===== config.mk =====
export PLATFORM = sky130hd
export DESIGN_NAME = adrc_top
export DESIGN_NICKNAME = d
export VERILOG_FILES = /design/src/hdl/adrc_pkg.sv /design/src/hdl/adrc_buf.sv /design/src/hdl/adrc_rx.sv /design/src/hdl/adrc_top.sv
export VERILOG_INCLUDE_DIRS = /design/src /design/src/hdl
export SDC_FILE = /design/constraint.sdc
export NUM_CORES = 1
export LEC_CHECK = 0
export BUFFER_PORTS_ARGS = -buffer_cell sky130_fd_sc_hd__buf_2
export CAP_MARGIN = 40
export CORE_MARGIN = 2
export CORE_UTILIZATION = 28
export DETAILED_ROUTE_END_ITERATION = 10
export GPL_TIMING_DRIVEN = 1
export PLACE_DENSITY = 0.55
export SYNTH_ARGS = -nofsm -noshare
export SYNTH_HDL_FRONTEND = slang
export SYNTH_SLANG_ARGS = --single-unit

===== constraint.sdc =====
create_clock -name REF_CLK -period 3.31 [get_ports REF_CLK]
set_input_delay 0 -clock REF_CLK [delete_from_list [all_inputs] [get_ports REF_CLK]]
set_output_delay 0 -clock REF_CLK [all_outputs]
set_load 0.05 [all_outputs]

===== src/hdl/adrc_map.svh =====
// Constants for the dual receiver and control word block
`ifndef ADRC_MAP_SVH
`define ADRC_MAP_SVH

// ----------------------------------------------------------------
// Control word layout (index 0 sits on data bus bit 4)
// ----------------------------------------------------------------
`define ADRC_CFG_W 11
`define ADRC_CFG_BUS_LSB 4
`define ADRC_CFG_RESET 11'h002
`define ADRC_F_PAR_EN 0
`define ADRC_F_SELFTEST_N 1
`define ADRC_F_RX1_FLT 2
`define ADRC_F_RX1_M9 3
`define ADRC_F_RX1_M10 4
`define ADRC_F_RX2_FLT 5
`define ADRC_F_RX2_M9 6
`define ADRC_F_RX2_M10 7
`define ADRC_F_PAR_EVEN 8
`define ADRC_F_TX_RATE 9
`define ADRC_F_RX_RATE 10

// ----------------------------------------------------------------
// Timing
// ----------------------------------------------------------------
`define ADRC_REF_HZ 10000000
`define ADRC_MASTER_HZ 1000000
`define ADRC_PRESCALE (`ADRC_REF_HZ / `ADRC_MASTER_HZ)
`define ADRC_DIV_FAST 10
`define ADRC_DIV_SLOW 80
`define ADRC_OVERSAMPLE 10
`define ADRC_SMP_FAST (`ADRC_DIV_FAST / `ADRC_OVERSAMPLE)
`define ADRC_SMP_SLOW (`ADRC_DIV_SLOW / `ADRC_OVERSAMPLE)
`define ADRC_PULSE_MIN 5'h03
`define ADRC_PULSE_MAX 5'h08
`define ADRC_GAP_MAX 5'h0f
`define ADRC_WORD_BITS 6'h20

`endif


===== src/hdl/adrc_pkg.sv =====
// Types for the dual receiver and control word block
`default_nettype none
package adrc_pkg;
   typedef enum logic [3:0] {
      LS_NULL = 4'b0001,
      LS_ONE = 4'b0010,
      LS_ZERO = 4'b0100,
      LS_BAD = 4'b1000
   } adrc_line_t;

   typedef enum logic [2:0] {
      RX_IDLE = 3'b001,
      RX_PULSE = 3'b010,
      RX_GAP = 3'b100
   } adrc_rx_st_t;

   typedef struct packed {
      adrc_rx_st_t st;
      logic [4:0] run;
      logic bitv;
      logic [5:0] nbits;
      logic [31:0] sr;
      logic [31:0] word;
      logic vld;
   } adrc_rx_t;

   typedef struct packed {
      logic [1:0][31:0] mem;
      logic wp;
      logic rp;
      logic [1:0] cnt;
   } adrc_buf_t;

   typedef struct packed {
      logic [10:0] cfg;
      logic cws_prev;
      logic [3:0] pre;
      logic smp_tick;
      logic [2:0] smp_cnt;
      logic [6:0] txc_cnt;
      logic tx_clk;
      logic [1:0][31:0] hold;
      logic [1:0] rdy;
      logic [1:0][1:0] got;
      logic [1:0] stb_prev_n;
      logic [15:0] bd;
      logic tx_b32;
   } adrc_top_t;
endpackage : adrc_pkg
`default_nettype wire


===== src/hdl/adrc_buf.sv =====
// Two-entry word buffer with valid/ready on both sides
`default_nettype none
module adrc_buf (
   input wire logic clk,              // Clock
   input wire logic rst_n,            // Async reset, low
   input wire logic clr,              // Synchronous flush
   input wire logic in_valid,         // Word offered
   output logic in_ready,             // Room for a word
   input wire logic [31:0] in_data,   // Word in
   output logic out_valid,            // Word available
   input wire logic out_ready,        // Drain accepts
   output logic [31:0] out_data       // Oldest word
);
   adrc_pkg::adrc_buf_t q, d;

   assign in_ready = (q.cnt != 2'h2);
   assign out_valid = (q.cnt != 2'h0);
   assign out_data = q.mem[q.rp];

   always_comb begin
      logic push;
      logic pop;
      push = 1'b0;
      pop = 1'b0;
      d = q;
      push = in_valid && in_ready;
      pop = out_valid && out_ready;
      if (push) begin
         d.mem[q.wp] = in_data;
         d.wp = ~q.wp;
      end
      if (pop) begin
         d.rp = ~q.rp;
      end
      d.cnt = q.cnt + {1'b0, push} - {1'b0, pop};
      if (clr) begin
         d.wp = 1'b0;
         d.rp = 1'b0;
         d.cnt = 2'h0;
      end
   end

   always_ff @(posedge clk or negedge rst_n) begin
      if (!rst_n) begin
         q <= '0;
      end else begin
         q <= d;
      end
   end
endmodule : adrc_buf
`default_nettype wire


===== src/hdl/adrc_rx.sv =====
// One serial word receiver: line decode, bit timing, parity, label match
`include "adrc_map.svh"
`default_nettype none
module adrc_rx (
   input wire logic clk,              // Clock
   input wire logic rst_n,            // Async reset, low
   input wire logic clr,              // Master reset, aborts word
   input wire logic tick,             // Sample strobe, 10x data rate
   input wire logic line_one,         // Line in ONE state
   input wire logic line_zero,        // Line in ZERO state
   input wire logic flt_en,           // Label filter enable
   input wire logic m9,               // Match value for bit 9
   input wire logic m10,              // Match value for bit 10
   output logic [31:0] word,          // Accepted word
   output logic word_valid,           // Word waiting
   input wire logic word_ready        // Buffer accepts
);
   adrc_pkg::adrc_rx_t q, d;

   assign word = q.word;
   assign word_valid = q.vld;

   always_comb begin
      adrc_pkg::adrc_line_t ls;
      logic [31:0] full;
      logic abort;
      ls = adrc_pkg::LS_NULL;
      full = '0;
      abort = 1'b0;
      d = q;
      if (q.vld && word_ready) begin
         d.vld = 1'b0;
      end
      // Both comparators high is no legal level
      unique case ({line_one, line_zero})
         2'b00: ls = adrc_pkg::LS_NULL;
         2'b10: ls = adrc_pkg::LS_ONE;
         2'b01: ls = adrc_pkg::LS_ZERO;
         default: ls = adrc_pkg::LS_BAD;
      endcase
      // Line is looked at on each sample tick
      if (tick) begin
         unique case (q.st)
            adrc_pkg::RX_IDLE: begin
               if (ls == adrc_pkg::LS_ONE || ls == adrc_pkg::LS_ZERO) begin
                  d.st = adrc_pkg::RX_PULSE;
                  d.run = 5'h01;
                  d.bitv = (ls == adrc_pkg::LS_ONE);
                  d.nbits = 6'h00;
               end
            end
            adrc_pkg::RX_PULSE: begin
               if ((ls == adrc_pkg::LS_ONE && q.bitv) ||
                   (ls == adrc_pkg::LS_ZERO && !q.bitv)) begin
                  d.run = q.run + 5'h01;
                  abort = (q.run >= `ADRC_PULSE_MAX);
               end else if (ls == adrc_pkg::LS_NULL &&
                            q.run >= `ADRC_PULSE_MIN) begin
                  // First bit lands in bit 0 after 32 shifts
                  full = {q.bitv, q.sr[31:1]};
                  d.sr = full;
                  d.nbits = q.nbits + 6'h01;
                  d.st = adrc_pkg::RX_GAP;
                  d.run = 5'h01;
                  // Thirty-two good bits end the word
                  if (d.nbits == `ADRC_WORD_BITS) begin
                     d.st = adrc_pkg::RX_IDLE;
                     d.nbits = 6'h00;
                     // Bit 32 becomes the parity error flag
                     full[31] = ~(^full);
                     if (!flt_en || (full[8] == m9 && full[9] == m10)) begin
                        // A newer word replaces one not yet taken
                        d.word = full;
                        d.vld = 1'b1;
                     end
                  end
               end else begin
                  abort = 1'b1;
               end
            end
            adrc_pkg::RX_GAP: begin
               if (ls == adrc_pkg::LS_NULL) begin
                  d.run = q.run + 5'h01;
                  abort = (q.run >= `ADRC_GAP_MAX);
               end else if (ls == adrc_pkg::LS_BAD) begin
                  abort = 1'b1;
               end else begin
                  d.st = adrc_pkg::RX_PULSE;
                  d.run = 5'h01;
                  d.bitv = (ls == adrc_pkg::LS_ONE);
               end
            end
         endcase
      end
      // Out of range line or timing discards the word
      if (abort) begin
         d.st = adrc_pkg::RX_IDLE;
         d.nbits = 6'h00;
      end
      if (clr) begin
         d.st = adrc_pkg::RX_IDLE;
         d.nbits = 6'h00;
         d.vld = 1'b0;
      end
   end

   always_ff @(posedge clk or negedge rst_n) begin
      if (!rst_n) begin
         q <= '{st: adrc_pkg::RX_IDLE, default: '0};
      end else begin
         q <= d;
      end
   end
endmodule : adrc_rx
`default_nettype wire


===== src/hdl/adrc_top.sv =====
// Dual serial receiver with control word register and host read port
//
// What this block does
// - Eleven config flops capture bus on strobe
// - Bit 4 enables parity into transmit bit 32
// - Self-test low loops transmitter into receivers
// - Receiver one filter matches bits 9, 10
// - Receiver two filter with own match bits
// - Parity sense: 0 odd, 1 even
// - Transmit clock is master over 10 or 80
// - Receive clock is master over 10 or 80
// - Serial bit 1 comes first, ascending
// - Fixed byte 1 and byte 2 bit mapping
// - Illegal line states discard the word
// - Accept fast and slow word rates
// - Odd parity word stores bit 32 clear
// - Even parity word stores bit 32 set
// - Thirty-two valid bits raise end of word
// - End of word drives ready low if accepted
// - Ready stays low until both bytes read
// - New word overwrites unread stored word
// - Receiver two drives only if strobe one idle
// - Master reset clears receivers, keeps config
// - Sample line at ten times data rate
`include "adrc_map.svh"
`default_nettype none
module adrc_top (
   input wire logic REF_CLK,                 // Reference clock, 10 MHz
   input wire logic NRST,                    // Power-on reset, low
   input wire logic MASTER_RESET_N,          // Master reset, low
   input wire logic CONFIG_WRITE_STROBE,     // Control word write
   input wire logic [15:0] BD_IN,            // Data bus in
   output logic [15:0] BD_OUT,               // Data bus out
   output logic BD_OE,                       // Data bus drive enable
   input wire logic RX1_READ_STROBE_N,       // Read receiver one, low
   input wire logic RX2_READ_STROBE_N,       // Read receiver two, low
   input wire logic BYTE_SEL,                // 0 byte 1, 1 byte 2
   output logic RX1_WORD_READY_N,            // Receiver one ready, low
   output logic RX2_WORD_READY_N,            // Receiver two ready, low
   input wire logic RX1_LINE_ONE,            // Receiver one ONE level
   input wire logic RX1_LINE_ZERO,           // Receiver one ZERO level
   input wire logic RX2_LINE_ONE,            // Receiver two ONE level
   input wire logic RX2_LINE_ZERO,           // Receiver two ZERO level
   input wire logic TX_SERIAL_OUT,           // Transmitter ones output
   input wire logic TX_SERIAL_OUT_N,         // Transmitter zeroes output
   input wire logic [30:0] TX_WORD,          // Transmit bits 1 to 31
   input wire logic TX_WORD_BIT32,           // Transmit data bit 32
   output logic TX_BIT32,                    // Bit 32 to send
   output logic TX_PARITY_INSERT_ENABLE,     // Parity insert config
   output logic TX_CLK                       // Transmit data clock
);
   adrc_pkg::adrc_top_t q, d;

   logic [1:0] rx_one;
   logic [1:0] rx_zero;
   logic [1:0] rx_flt;
   logic [1:0] rx_m9;
   logic [1:0] rx_m10;
   logic [1:0][31:0] rx_word;
   logic [1:0] rx_vld;
   logic [1:0] rx_rdy;
   logic [1:0][31:0] bf_word;
   logic [1:0] bf_vld;
   logic [1:0] bf_rdy;
   logic [1:0] stb_n;
   logic mr_clr;
   logic self_test;

   assign mr_clr = ~MASTER_RESET_N;
   assign stb_n = {RX2_READ_STROBE_N, RX1_READ_STROBE_N};

   // ----------------------------------------------------------------
   // Line routing and receivers
   // ----------------------------------------------------------------
   // Loopback; receiver two sees the complement
   assign self_test = ~q.cfg[`ADRC_F_SELFTEST_N];
   assign rx_one[0] = self_test ? TX_SERIAL_OUT : RX1_LINE_ONE;
   assign rx_zero[0] = self_test ? TX_SERIAL_OUT_N : RX1_LINE_ZERO;
   assign rx_one[1] = self_test ? TX_SERIAL_OUT_N : RX2_LINE_ONE;
   assign rx_zero[1] = self_test ? TX_SERIAL_OUT : RX2_LINE_ZERO;

   assign rx_flt[0] = q.cfg[`ADRC_F_RX1_FLT];
   assign rx_m9[0] = q.cfg[`ADRC_F_RX1_M9];
   assign rx_m10[0] = q.cfg[`ADRC_F_RX1_M10];
   assign rx_flt[1] = q.cfg[`ADRC_F_RX2_FLT];
   assign rx_m9[1] = q.cfg[`ADRC_F_RX2_M9];
   assign rx_m10[1] = q.cfg[`ADRC_F_RX2_M10];

   // Store is held still while its strobe is low so a byte never changes
   // during its read; a new word can still load between the two byte reads
   assign bf_rdy = stb_n;

   genvar gi;
   generate
      for (gi = 0; gi < 2; gi++) begin : g_rx
         adrc_rx u_rx (
            .clk(REF_CLK),
            .rst_n(NRST),
            .clr(mr_clr),
            .tick(q.smp_tick),
            .line_one(rx_one[gi]),
            .line_zero(rx_zero[gi]),
            .flt_en(rx_flt[gi]),
            .m9(rx_m9[gi]),
            .m10(rx_m10[gi]),
            .word(rx_word[gi]),
            .word_valid(rx_vld[gi]),
            .word_ready(rx_rdy[gi])
         );
         adrc_buf u_buf (
            .clk(REF_CLK),
            .rst_n(NRST),
            .clr(mr_clr),
            .in_valid(rx_vld[gi]),
            .in_ready(rx_rdy[gi]),
            .in_data(rx_word[gi]),
            .out_valid(bf_vld[gi]),
            .out_ready(bf_rdy[gi]),
            .out_data(bf_word[gi])
         );
      end
   endgenerate

   // ----------------------------------------------------------------
   // Outputs
   // ----------------------------------------------------------------
   // Ready pins are the inverted flags
   assign RX1_WORD_READY_N = ~q.rdy[0];
   assign RX2_WORD_READY_N = ~q.rdy[1];
   // Drive only while a read strobe is low
   assign BD_OE = ~RX1_READ_STROBE_N | ~RX2_READ_STROBE_N;
   assign BD_OUT = q.bd;
   assign TX_CLK = q.tx_clk;
   assign TX_BIT32 = q.tx_b32;
   // Parity insert control to the transmitter
   assign TX_PARITY_INSERT_ENABLE = q.cfg[`ADRC_F_PAR_EN];

   // ----------------------------------------------------------------
   // Next state
   // ----------------------------------------------------------------
   always_comb begin
      logic [31:0] w;
      logic [6:0] txdiv;
      logic [2:0] smpdiv;
      logic rd_sel;
      logic par_odd;
      w = '0;
      txdiv = '0;
      smpdiv = '0;
      rd_sel = 1'b0;
      par_odd = 1'b0;
      d = q;

      // Capture bus bits 14..4 on the strobe's rising edge
      d.cws_prev = CONFIG_WRITE_STROBE;
      if (CONFIG_WRITE_STROBE && !q.cws_prev) begin
         d.cfg = BD_IN[`ADRC_CFG_BUS_LSB +: `ADRC_CFG_W];
      end

      // Prescaler turns the reference into the 1 MHz master tick
      d.pre = q.pre + 4'h1;
      d.smp_tick = 1'b0;
      if (q.pre == 4'(`ADRC_PRESCALE - 1)) begin
         d.pre = 4'h0;
         smpdiv = q.cfg[`ADRC_F_RX_RATE] ? 3'(`ADRC_SMP_SLOW - 1) :
                                           3'(`ADRC_SMP_FAST - 1);
         d.smp_cnt = q.smp_cnt + 3'h1;
         if (q.smp_cnt >= smpdiv) begin
            d.smp_cnt = 3'h0;
            d.smp_tick = 1'b1;
         end
         // Transmit clock toggles each half period
         txdiv = q.cfg[`ADRC_F_TX_RATE] ? 7'(`ADRC_DIV_SLOW / 2 - 1) :
                                          7'(`ADRC_DIV_FAST / 2 - 1);
         d.txc_cnt = q.txc_cnt + 7'h01;
         if (q.txc_cnt >= txdiv) begin
            d.txc_cnt = 7'h00;
            d.tx_clk = ~q.tx_clk;
         end
      end

      // Bit 32 is parity or plain data
      par_odd = ~(^TX_WORD);
      d.tx_b32 = q.cfg[`ADRC_F_PAR_EN] ?
                 (par_odd ^ q.cfg[`ADRC_F_PAR_EVEN]) : TX_WORD_BIT32;

      // Receiver stores and ready flags
      d.stb_prev_n = stb_n;
      for (int i = 0; i < 2; i++) begin
         // A strobe's falling edge marks one byte read
         if (!stb_n[i] && q.stb_prev_n[i] &&
             (i == 0 || RX1_READ_STROBE_N)) begin
            d.got[i][BYTE_SEL] = 1'b1;
         end
         if (d.got[i] == 2'b11) begin
            d.rdy[i] = 1'b0;
            d.got[i] = 2'b00;
         end
         // New word loads and sets ready; load wins
         if (bf_vld[i] && bf_rdy[i]) begin
            d.hold[i] = bf_word[i];
            d.rdy[i] = 1'b1;
            d.got[i] = 2'b00;
         end
         // Master reset clears the store, config untouched
         if (mr_clr) begin
            d.rdy[i] = 1'b0;
            d.got[i] = 2'b00;
            d.hold[i] = '0;
         end
      end

      // Receiver two only when strobe one is high
      rd_sel = RX1_READ_STROBE_N;
      w = q.hold[rd_sel];
      // Byte packing of the stored word
      if (!BYTE_SEL) begin
         d.bd = {w[12], w[11], w[10], w[9], w[8],
                 w[30], w[29], w[31],
                 w[0], w[1], w[2], w[3], w[4], w[5], w[6], w[7]};
      end else begin
         d.bd = {w[28], w[27], w[26], w[25], w[24], w[23], w[22], w[21],
                 w[20], w[19], w[18], w[17], w[16], w[15], w[14], w[13]};
      end
   end

   // ----------------------------------------------------------------
   // State register
   // ----------------------------------------------------------------
   always_ff @(posedge REF_CLK or negedge NRST) begin
      if (!NRST) begin
         q <= '{cfg: `ADRC_CFG_RESET, stb_prev_n: 2'b11, default: '0};
      end else begin
         q <= d;
      end
   end
endmodule : adrc_top
`default_nettype wire


; Yosys cells after proc, flatten, opt, wreduce, memory -nomap -nowiden
; Cells that the tools add are included.
[word_totals]
reg_bits = 413
inputBits = 61
out_inout_bits = 22
elab_cells = 312
[classes]
addsub = 11
order_cmp = 17
n_eq_ne = 59
muxes = 113
bitwise_logic = 18
n_reduce_logical = 54
[ops]
columns = op, count
row1 = $mux 32, 12
row2 = $mux 71, 4
row3 = $mux 80, 2
row4 = $mux 33, 4
row5 = $mux 65, 2
row6 = $bwmux 64, 2
row7 = $demux 32 s1, 2
row8 = $reduce_xor 32->1, 2
row9 = $pmux 8 s3, 2
row10 = $mux 6, 7
row11 = $mux 3, 11
row12 = $mux 1, 32
row13 = $mux 16, 2
row14 = $reduce_xor 31->1, 1
row15 = $mux 15, 2
row16 = $mux 8, 3
row17 = $ne 4x4->1 const B, 6
row18 = $pmux 4 s3, 2
row19 = $pmux 6 s2, 2
row20 = $reduce_and 6->1, 4
row21 = $ge 5x4->1 const B, 4
row22 = $mux 5, 4
row23 = $reduce_and 5->1, 4
row24 = $logic_and 1x1->1, 19
row25 = 44 further kinds, 137

; Depth between registers and ports, before layout
; Gate-level depths: netlist (run 1).
[depth]
depth_word = 11
ltp_mapped = 11
ltp_nobuf = 10

; By module
; A second synthesis (run 1) with hierarchy kept.
[unflattened]
hier_cells = 1431
area_unflattened_um2 = 19735.2
[by_module_without_submodules]
columns = module, n_inst, cells_each, area_each_um2, seq_area_each_um2
row1 = adrc_rx, 2, 327, 3998.8, 1978.1
row2 = adrc_buf, 2, 194, 3306.9, 1701.6
row3 = adrc_top, 1, 389, 5123.7, 2931.6

; Least setup slack after synthesis (run 1)
; Ideal clock, no wire load.
[synth_path]
kind = register -> register
startpoint = register q[107] (netlist bit)
endpoint = register g_rx[1].u_rx.q, in the netlist g_rx[1].u_rx.word[10]
setup_ns = 0.125
arrival_time_ns = 2.637
t_required_ns = 3.185
slack_ns = 0.548
stages_incl_launch_ff = 12
n_path_buf = 1
cell_sequence = dfstp_2 > nor2b_1 > a21oi_1 > inv_1 > ha_1 > mux2i_1 > o211ai_4 > nor2_2 > nand2_1 > nor2_2 > buf_2 > mux2_2
[synth_between]
elab_chain_cells = 8
elab_cells_between_ends = 15
[synth_lines]
columns = item, line
row1 = "start, declared", adrc_top.sv:52  ; adrc_pkg::adrc_top_t q, d;
row2 = "start signal, assigned", adrc_top.sv:232  ; q <= '{cfg: `ADRC_CFG_RESET, stb_prev_n: 2'b11, default: '0};
row3 = "start signal, assigned", adrc_top.sv:234  ; q <= d;
row4 = "$mux 1, on equally long branches", "adrc_top.sv:80, adrc_top.sv:79"
row5 = $eq 2x1->1 (tied with other cells), adrc_rx.sv:35  ; unique case ({line_one, line_zero})
row6 = $pmux 4 s3 (*), adrc_rx.sv:35
row7 = $eq 4x2->1 / $eq 4x3->1 (equally long branches), "adrc_rx.sv:53, adrc_rx.sv:54"
row8 = "$logic_and 1x1->1, on equally long branches", "adrc_rx.sv:53, adrc_rx.sv:54"
row9 = $logic_or 1x1->1, adrc_rx.sv:53  ; if ((ls == adrc_pkg::LS_ONE && q.bitv) ||
row10 = $not 1->1 (no source line), --
row11 = $reduce_and 6->1 (no source line) (*), --
row12 = "end signal, assigned", adrc_rx.sv:109  ; q <= '{st: adrc_pkg::RX_IDLE, default: '0};
row13 = "end signal, assigned", adrc_rx.sv:111  ; q <= d;
row14 = "end, declared", adrc_rx.sv:18  ; adrc_pkg::adrc_rx_t q, d;
; Every way passes the cells marked *; elsewhere a longest branch is shown, timed or not.
; A chain may end at the register's enable or synchronous reset.

; Worst setup path after layout (run 1)
[layout_path]
startpoint = register q[107] (netlist bit)
endpoint = register g_rx[0].u_rx.q, in the netlist g_rx[0].u_rx.word[11]
[layout_between]
elab_chain_cells = 8
elab_cells_between_ends = 15
[layout_lines]
columns = item, line
row1 = "$mux 1, on equally long branches", "adrc_top.sv:78, adrc_top.sv:77"
row2 = $eq 2x1->1 (tied with other cells), adrc_rx.sv:35
row3 = $pmux 4 s3 (*), adrc_rx.sv:35
row4 = $eq 4x2->1 / $eq 4x3->1 (equally long branches), "adrc_rx.sv:53, adrc_rx.sv:54"
row5 = "$logic_and 1x1->1, on equally long branches", "adrc_rx.sv:53, adrc_rx.sv:54"
row6 = $logic_or 1x1->1, adrc_rx.sv:53
row7 = $not 1->1 (no source line), --
row8 = $reduce_and 6->1 (no source line) (*), --
row9 = "end signal, assigned", adrc_rx.sv:109
row10 = "end signal, assigned", adrc_rx.sv:111
row11 = "end, declared", adrc_rx.sv:18
; Marked as above.

==> results of run 1 <==
-- cell type report --
cell class              count  share of cell area (%)
diodes                      1                  0.0116
clock buffers              67                    6.03
clock inverters            13                   0.848
inverters                  40                   0.697
multi-input cells         889                    35.7
flip-flops and latches    411                    47.8
well taps                 864                    5.02
repair buffers            120                    3.88
-- logic make-up (layout without fill, tap and decap cells) --
family	count (synthesis)	count (layout)	synth area share [%]
flops	411	411	55.6
mux	354	354	22.0
simple gates	228	228	5.91
compound gates	166	166	6.29
buf+inv	122	240	2.97
xor+xnor	114	114	5.39
fa+ha+maj	27	27	1.82
other cells	0	1	0
-- state kept, by name, summed over array words and instances (netlist names) --
signal                   count
TX_BIT32                     1
g_rx.u_rx.word              64
g_rx.u_buf.q               136
BD_OUT                      16
g_rx.u_rx.q                 92
q                           98
g_rx.u_rx.word_valid         2
TX_CLK                       1
TX_PARITY_INSERT_ENABLE      1
-- cell usage in the layout, fill, tap and decap left out, drive strengths merged, types with 6 or more instances in the layout --
master | Yosys | final
mux2i | 68 | 68
mux4 | 16 | 16
clkinv | 0 | 7
a21oi | 22 | 22
nor3 | 11 | 11
dfrtp | 406 | 406
mux2 | 270 | 270
and3 | 7 | 7
nor2 | 102 | 102
a211oi | 66 | 66
a22o | 6 | 6
o21ai | 29 | 29
clkbuf | 34 | 67
nand2b | 15 | 15
xnor2 | 94 | 94
nand2 | 35 | 35
nor2b | 11 | 11
inv | 40 | 41
dlygate4sd3 | 0 | 19
buf | 48 | 101
ha | 27 | 27
xor2 | 20 | 20
nand3 | 15 | 15
o21a | 7 | 7
-- worst paths after layout --
check / startpoint / depth (start not counted) / end / slack [ns]
worst max-delay path: q[107] / 10 / g_rx[0].u_rx.word[11] / 0.39
worst min-delay path: RX1_LINE_ONE / 5 / g_rx[0].u_rx.q[71] / 0.06
worst max register to register: q[107] / 10 / g_rx[0].u_rx.word[11] / 0.39
worst min register to register: q[21] / 1 / q[22] / 0.46
max in group asynchronous: NRST / 3 / q[112] / 2.19
min in group asynchronous: NRST / 2 / g_rx[1].u_buf.q[18] / 0.12
-- power groups by stage --
stage / logic [mW] / clock network, mW / registers, mW
floorplan: 1.09 / 0 / 5.51
global placement: 1.37 / 0 / 5.63
detailed placement: 1.43 / 0 / 5.62
CTS: 1.45 / 5.22 / 5.53
global route: 1.60 / 5.44 / 5.56
finish: 1.42 / 5.06 / 5.52
-- what timing repair did --
action                     CTS  global route
gates resized for setup      0             1
setup endpoints to repair    0             2
hold endpoints to repair   131             0
hold buffers                19             0
setup buffers                0             0
-- metrics by stage --
stage                     instance area [um^2]  hold WS (ns)  setup WS (ns)
final                                    21500        0.0615          0.391
after global routing                     21500        0.0838         0.0955
after global placement                   19800         0.122          0.372
after detailed placement                 19900         0.126          0.304
after floorplan                          18500        -0.296          0.548
after CTS                                21500        0.0347          0.262
-- layer usage --
metal / up-vias / wire length, um / share of wire, %
li1: 5196 / - / -
met1: 5574 / 18600 / 48
met5: - / 21 / 0.054
met2: 152 / 18300 / 47
met4: 4 / 705 / 1.8
met3: 49 / 1430 / 3.7
-- worst reg2reg max path, stage by stage, from the launching register on --
cell and delay (ns):
dfstp_2 0.58, nor2b_1 0.08, a21oi_1 0.24, inv_1 0.11, ha_1 0.20, mux2_2 0.30
a211oi_2 0.24, nand3_2 0.12, a211o_1 0.24, buf_4 0.29, mux2_1 0.39
==> flow_summary.json, run 1 <==
{
  "grt_use_total_pct": 11.7,
  "swShare_pct": 25.8,
  "clk_latency_ns": 0.58,
  "internal_power_mw": 8.91,
  "htree_levels": 2,
  "post-route-min-period_ns": 2.92,
  "drc": 0,
  "postRouteAntennaNets": 0,
  "finClkSkew_ns": 0.0239,
  "ys_types": 62,
  "crit_family": "compound AO/OA/AOI/OAI gates",
  "grt_pass1_vias": 11400,
  "portBuffers": 77,
  "die-area_um2": 68200,
  "tightest_slew_ns": 0.892,
  "synth.most_common_cell": "dfrtp_1",
  "dr.pass1.iters": 4,
  "regArea_um2": 10300,
  "synth.yosys.seq_area_share_pct": 55.6,
  "power.density_nw_per_um2": 557,
  "drt_first_iter_violations": 513,
  "antenna_found_initial": 4,
  "grt_pass1_wl_mm": 63.7,
  "start_util_pct": 28.2,
  "cp.arrival_ns": 3.36,
  "multi_input_area_um2": 7700,
  "hold_path.class": "in2reg",
  "final_util_pct": 32.8,
  "timing.fmax_mhz": 343,
  "synth.cell_area_um2": 18500,
  "die_x_um": 261,
  "dr_total_vias": 11000,
  "final_nets": 1596,
  "hold_viol_final": 0,
  "synth.avg_cell_area_um2": 13.0,
  "cp_max_fo": 33,
  "chipHeight_um": 261,
  "synth_area_leaders": "dfrtp_1 (55%), mux2_2 (16%), xnor2_1 (4.4%)",
  "core_um2": 65600,
  "place_inst": 2305,
  "groute.layer.met1.usage_pct": 16.1,
  "cts_sinks": 411,
  "root_buffer": "clkbuf_16",
  "cp_cell_sequence": "nor2b_1, a21oi_1, inv_1, ha_1, mux2_2, a211oi_2, nand3_2, a211o_1, buf_4, mux2_1",
  "post-route-period-util_pct": 88.2,
  "gr-usage-met3_pct": 2.36,
  "p_leak_nw": 9.81,
  "endpoint_kind": "register",
  "rsz0062_at_grt": "no",
  "power.total_mw": 12.0,
  "vias_per_cell": 4.56,
  "power.switching_mw": 3.09,
  "io_pins": 83,
  "syn2layout_area_growth_pct": 16.3,
  "wl_mm": 39.1,
  "yosys_warnings": 0,
  "syn-instance-count": 1422,
  "critPathKind": "reg2reg",
  "final_cells": 2405,
  "outcome": "completed",
  "path_buf_inv": 2,
  "grt-busiest-layer": "met2",
  "pwr-share-clk_pct": 42.1,
  "startpoint_type": "register",
  "nFillCells": 6539,
  "synth_seq_cells": 411,
  "clk_path_buf_depth": 3,
  "drive_above_1_share_pct": 30.5,
  "relSlewSlack_pct": 40.5,
  "cap_violations": 0,
  "p_seq_share_pct": 46.0,
  "routabilityCongestion": 0.726,
  "routedWlPerCell_um": 16.2,
  "ys_async_sr_fraction_pct": 100,
  "cp.required_ns": 3.75,
  "cp_slowest_cell": "dfstp_2",
  "final_max_slew_viol_count": 0,
  "synth_nets": 1510,
  "grt_max_degree": 107,
  "detailed_place_hpwl_mm": 25.9,
  "setup-tns-final_ns": 0,
  "max_stage_delay_ns": 0.58,
  "peakVddDrop_uv": 344,
  "num_rows": 94,
  "numCtsBuffers": 46,
  "p_comb_share_pct": 11.9,
  "synth-edff-count": 0,
  "synth_top_cells_by_count": "dfrtp_1 (406), mux2_2 (261), nor2_1 (99)",
  "clk_pin_slew_ns": 0.05,
  "synth_ff_type": "dfrtp_1",
  "use_met2_pct": 19.0,
  "grt_overflow": 0,
  "yosysTopAreaCellShare_pct": 54.9,
  "synth_top_area_cell": "dfrtp_1",
  "setup_violations": 0,
  "cts_tree": "yes"
}
Power figures use the tool's default switching activity.
==> run 2: changes to the inputs <==
--- a/config.mk
+++ b/config.mk
@@ -10,9 +10,10 @@
 export CAP_MARGIN = 40
 export CORE_MARGIN = 2
 export CORE_UTILIZATION = 28
+export CTS_CLUSTER_SIZE = 12
 export DETAILED_ROUTE_END_ITERATION = 10
 export GPL_TIMING_DRIVEN = 1
-export PLACE_DENSITY = 0.55
+export PLACE_DENSITY = 0.54
 export SYNTH_ARGS = -nofsm -noshare
 export SYNTH_HDL_FRONTEND = slang
 export SYNTH_SLANG_ARGS = --single-unit
==> run 2 against run 1 <==
Die area did not move. Worst setup slack got worse by 0.0086 ns. First-iteration DRC count fell by 4.3%. Highest routed layer unchanged. Total power fell by 1.5%. Sequential power barely moved. Largest cell class unchanged. Core utilization fell by 0.12 points. Critical path depth fell by 1. Cell count fell by 0.21%. Clock skew fell by 0.0011 ns.
==> flow_summary.json, run 2 (synthesis results as in run 1) <==
{
  "cap_violations": 0,
  "max_stage_delay_ns": 0.58,
  "cp-startpoint": "q[107]",
  "vias_per_cell": 4.55,
  "outcome": "completed",
  "rsz0062_at_grt": "no",
  "largestRegisters": "g_rx.u_buf.q x136, q x98, g_rx.u_rx.q x92",
  "relSlewSlack_pct": 45.4,
  "start_util_pct": 28.2,
  "final_nets": 1592,
  "dr.pass1.iters": 4,
  "use_met2_pct": 19.6,
  "die-area_um2": 68200,
  "setup-tns-final_ns": 0,
  "peakVddDrop_uv": 320,
  "whs_ns": 0.0343,
  "root_buffer": "clkbuf_16",
  "cts_sinks": 411,
  "drc": 0,
  "portBuffers": 77,
  "cp_cell_sequence": "nor2b_1, a21oi_1, inv_1, ha_1, mux2i_1, o211ai_4, nor2_4, buf_4, mux2_2",
  "path_buf_inv": 2,
  "clk_latency_ns": 0.57,
  "setup_ws_ns": 0.383,
  "drt_first_iter_violations": 491,
  "cp.required_ns": 3.76,
  "hold_path.class": "in2async",
  "grt_use_total_pct": 11.9,
  "io_pins": 83,
  "p_leak_nw": 9.78,
  "endpoint_kind": "register",
  "core_um2": 65600,
  "r2r-start": "q[107]",
  "post-route-min-period_ns": 2.93,
  "grt_max_degree": 93,
  "critPathKind": "reg2reg",
  "groute.layer.met1.usage_pct": 16.2,
  "power.density_nw_per_um2": 551,
  "chipHeight_um": 261,
  "setup_violations": 0,
  "grt-busiest-layer": "met2",
  "tightest_slew_ns": 0.820,
  "dr_total_vias": 10900,
  "gr-usage-met3_pct": 1.96,
  "numCtsBuffers": 45,
  "final_max_slew_viol_count": 0,
  "cp_max_fo": 34,
  "routabilityCongestion": 0.754,
  "cp.arrival_ns": 3.38,
  "die_x_um": 261,
  "crit_family": "multiplexers",
  "cts_tree": "yes",
  "clk_pin_slew_ns": 0.06,
  "grt_pass1_vias": 11500,
  "final_common_cell": "dfrtp_1",
  "clk_path_buf_depth": 3,
  "routedWlPerCell_um": 16.3,
  "syn2layout_area_growth_pct": 15.9,
  "grt_pass1_wl_mm": 64.6,
  "htree_levels": 2,
  "finClkSkew_ns": 0.0228,
  "r2r_slack_ns": 0.38,
  "cp_slowest_cell": "dfstp_2",
  "startpoint_type": "register",
  "drive_above_1_share_pct": 30.4,
  "regMostFlops": "g_rx.u_buf.q",
  "post-route-period-util_pct": 88.4,
  "num_rows": 94,
  "antenna_found_initial": 3,
  "dp_slack_ns": 0.306,
  "grt_overflow": 0,
  "postRouteAntennaNets": 0,
  "hold_viol_final": 0,
  "timing.fmax_mhz": 342,
  "power.total_mw": 11.8,
  "wl_mm": 39.1,
  "largest_register_ffs": 136,
  "final_cell_mix": "dfrtp_1 (404), mux2_2 (261), nor2_1 (97)",
  "detailed_place_hpwl_mm": 25.8
}
## run 2: power breakdown
group / internal (mW) / leakage, nW / switching [mW]
logic: 0.581 / 3.41 / 0.839
registers: 5.28 / 5.66 / 0.225
clock network: 2.87 / 0.706 / 2.02
total: 8.73 / 9.78 / 3.09
## run 2: area by class of cell
class,count,area [um^2]
diodes,1,2.50
clock buffers,70,1340
clock inverters,8,98.8
fillers,6559,44200
inverters,40,150
multi-input cells,889,7700
flip-flops and latches,411,10300
well taps,864,1080
repair buffers,117,801
## run 2: layer usage
| layer | wire, um | vias to the layer above |
|---|---|---|
| met2 | 18500 | 150 |
| met4 | 871 | 2 |
| met1 | 18400 | 5507 |
| met5 | 7 | - |
| met3 | 1220 | 56 |
| li1 | - | 5198 |
## run 2: worst paths after layout
| path | end | cells past startpoint |
|---|---|---|
| max | g_rx[1].u_rx.q[61] | 9 |
| min | q[77] | 2 |
| max reg2reg | g_rx[1].u_rx.q[61] | 9 |
| min reg2reg | q[20] | 1 |
| max in group asynchronous | q[107] | 3 |
| min in group REF_CLK | BD_OUT[9] | 2 |
## run 2: stage by stage
| step | cell area (um^2) | util, % | cells |
|---|---|---|---|
| finish | 21500 | 32.7 | 2400 |
| global route | 21500 | 32.7 | 2399 |
| CTS | 21500 | 32.7 | 2399 |
| detailed placement | 19800 | 30.2 | 2304 |
| global placement | 19800 | 30.2 | 2304 |
| floorplan | 18500 | - | 1422 |
## run 2: timing repair
action / CTS / global route
buffers inserted: 0 / 0
endpoints found under the hold margin: 114 / 0
setup endpoints to repair: 0 / 4
hold buffers: 17 / 0
resized for setup: 0 / 1
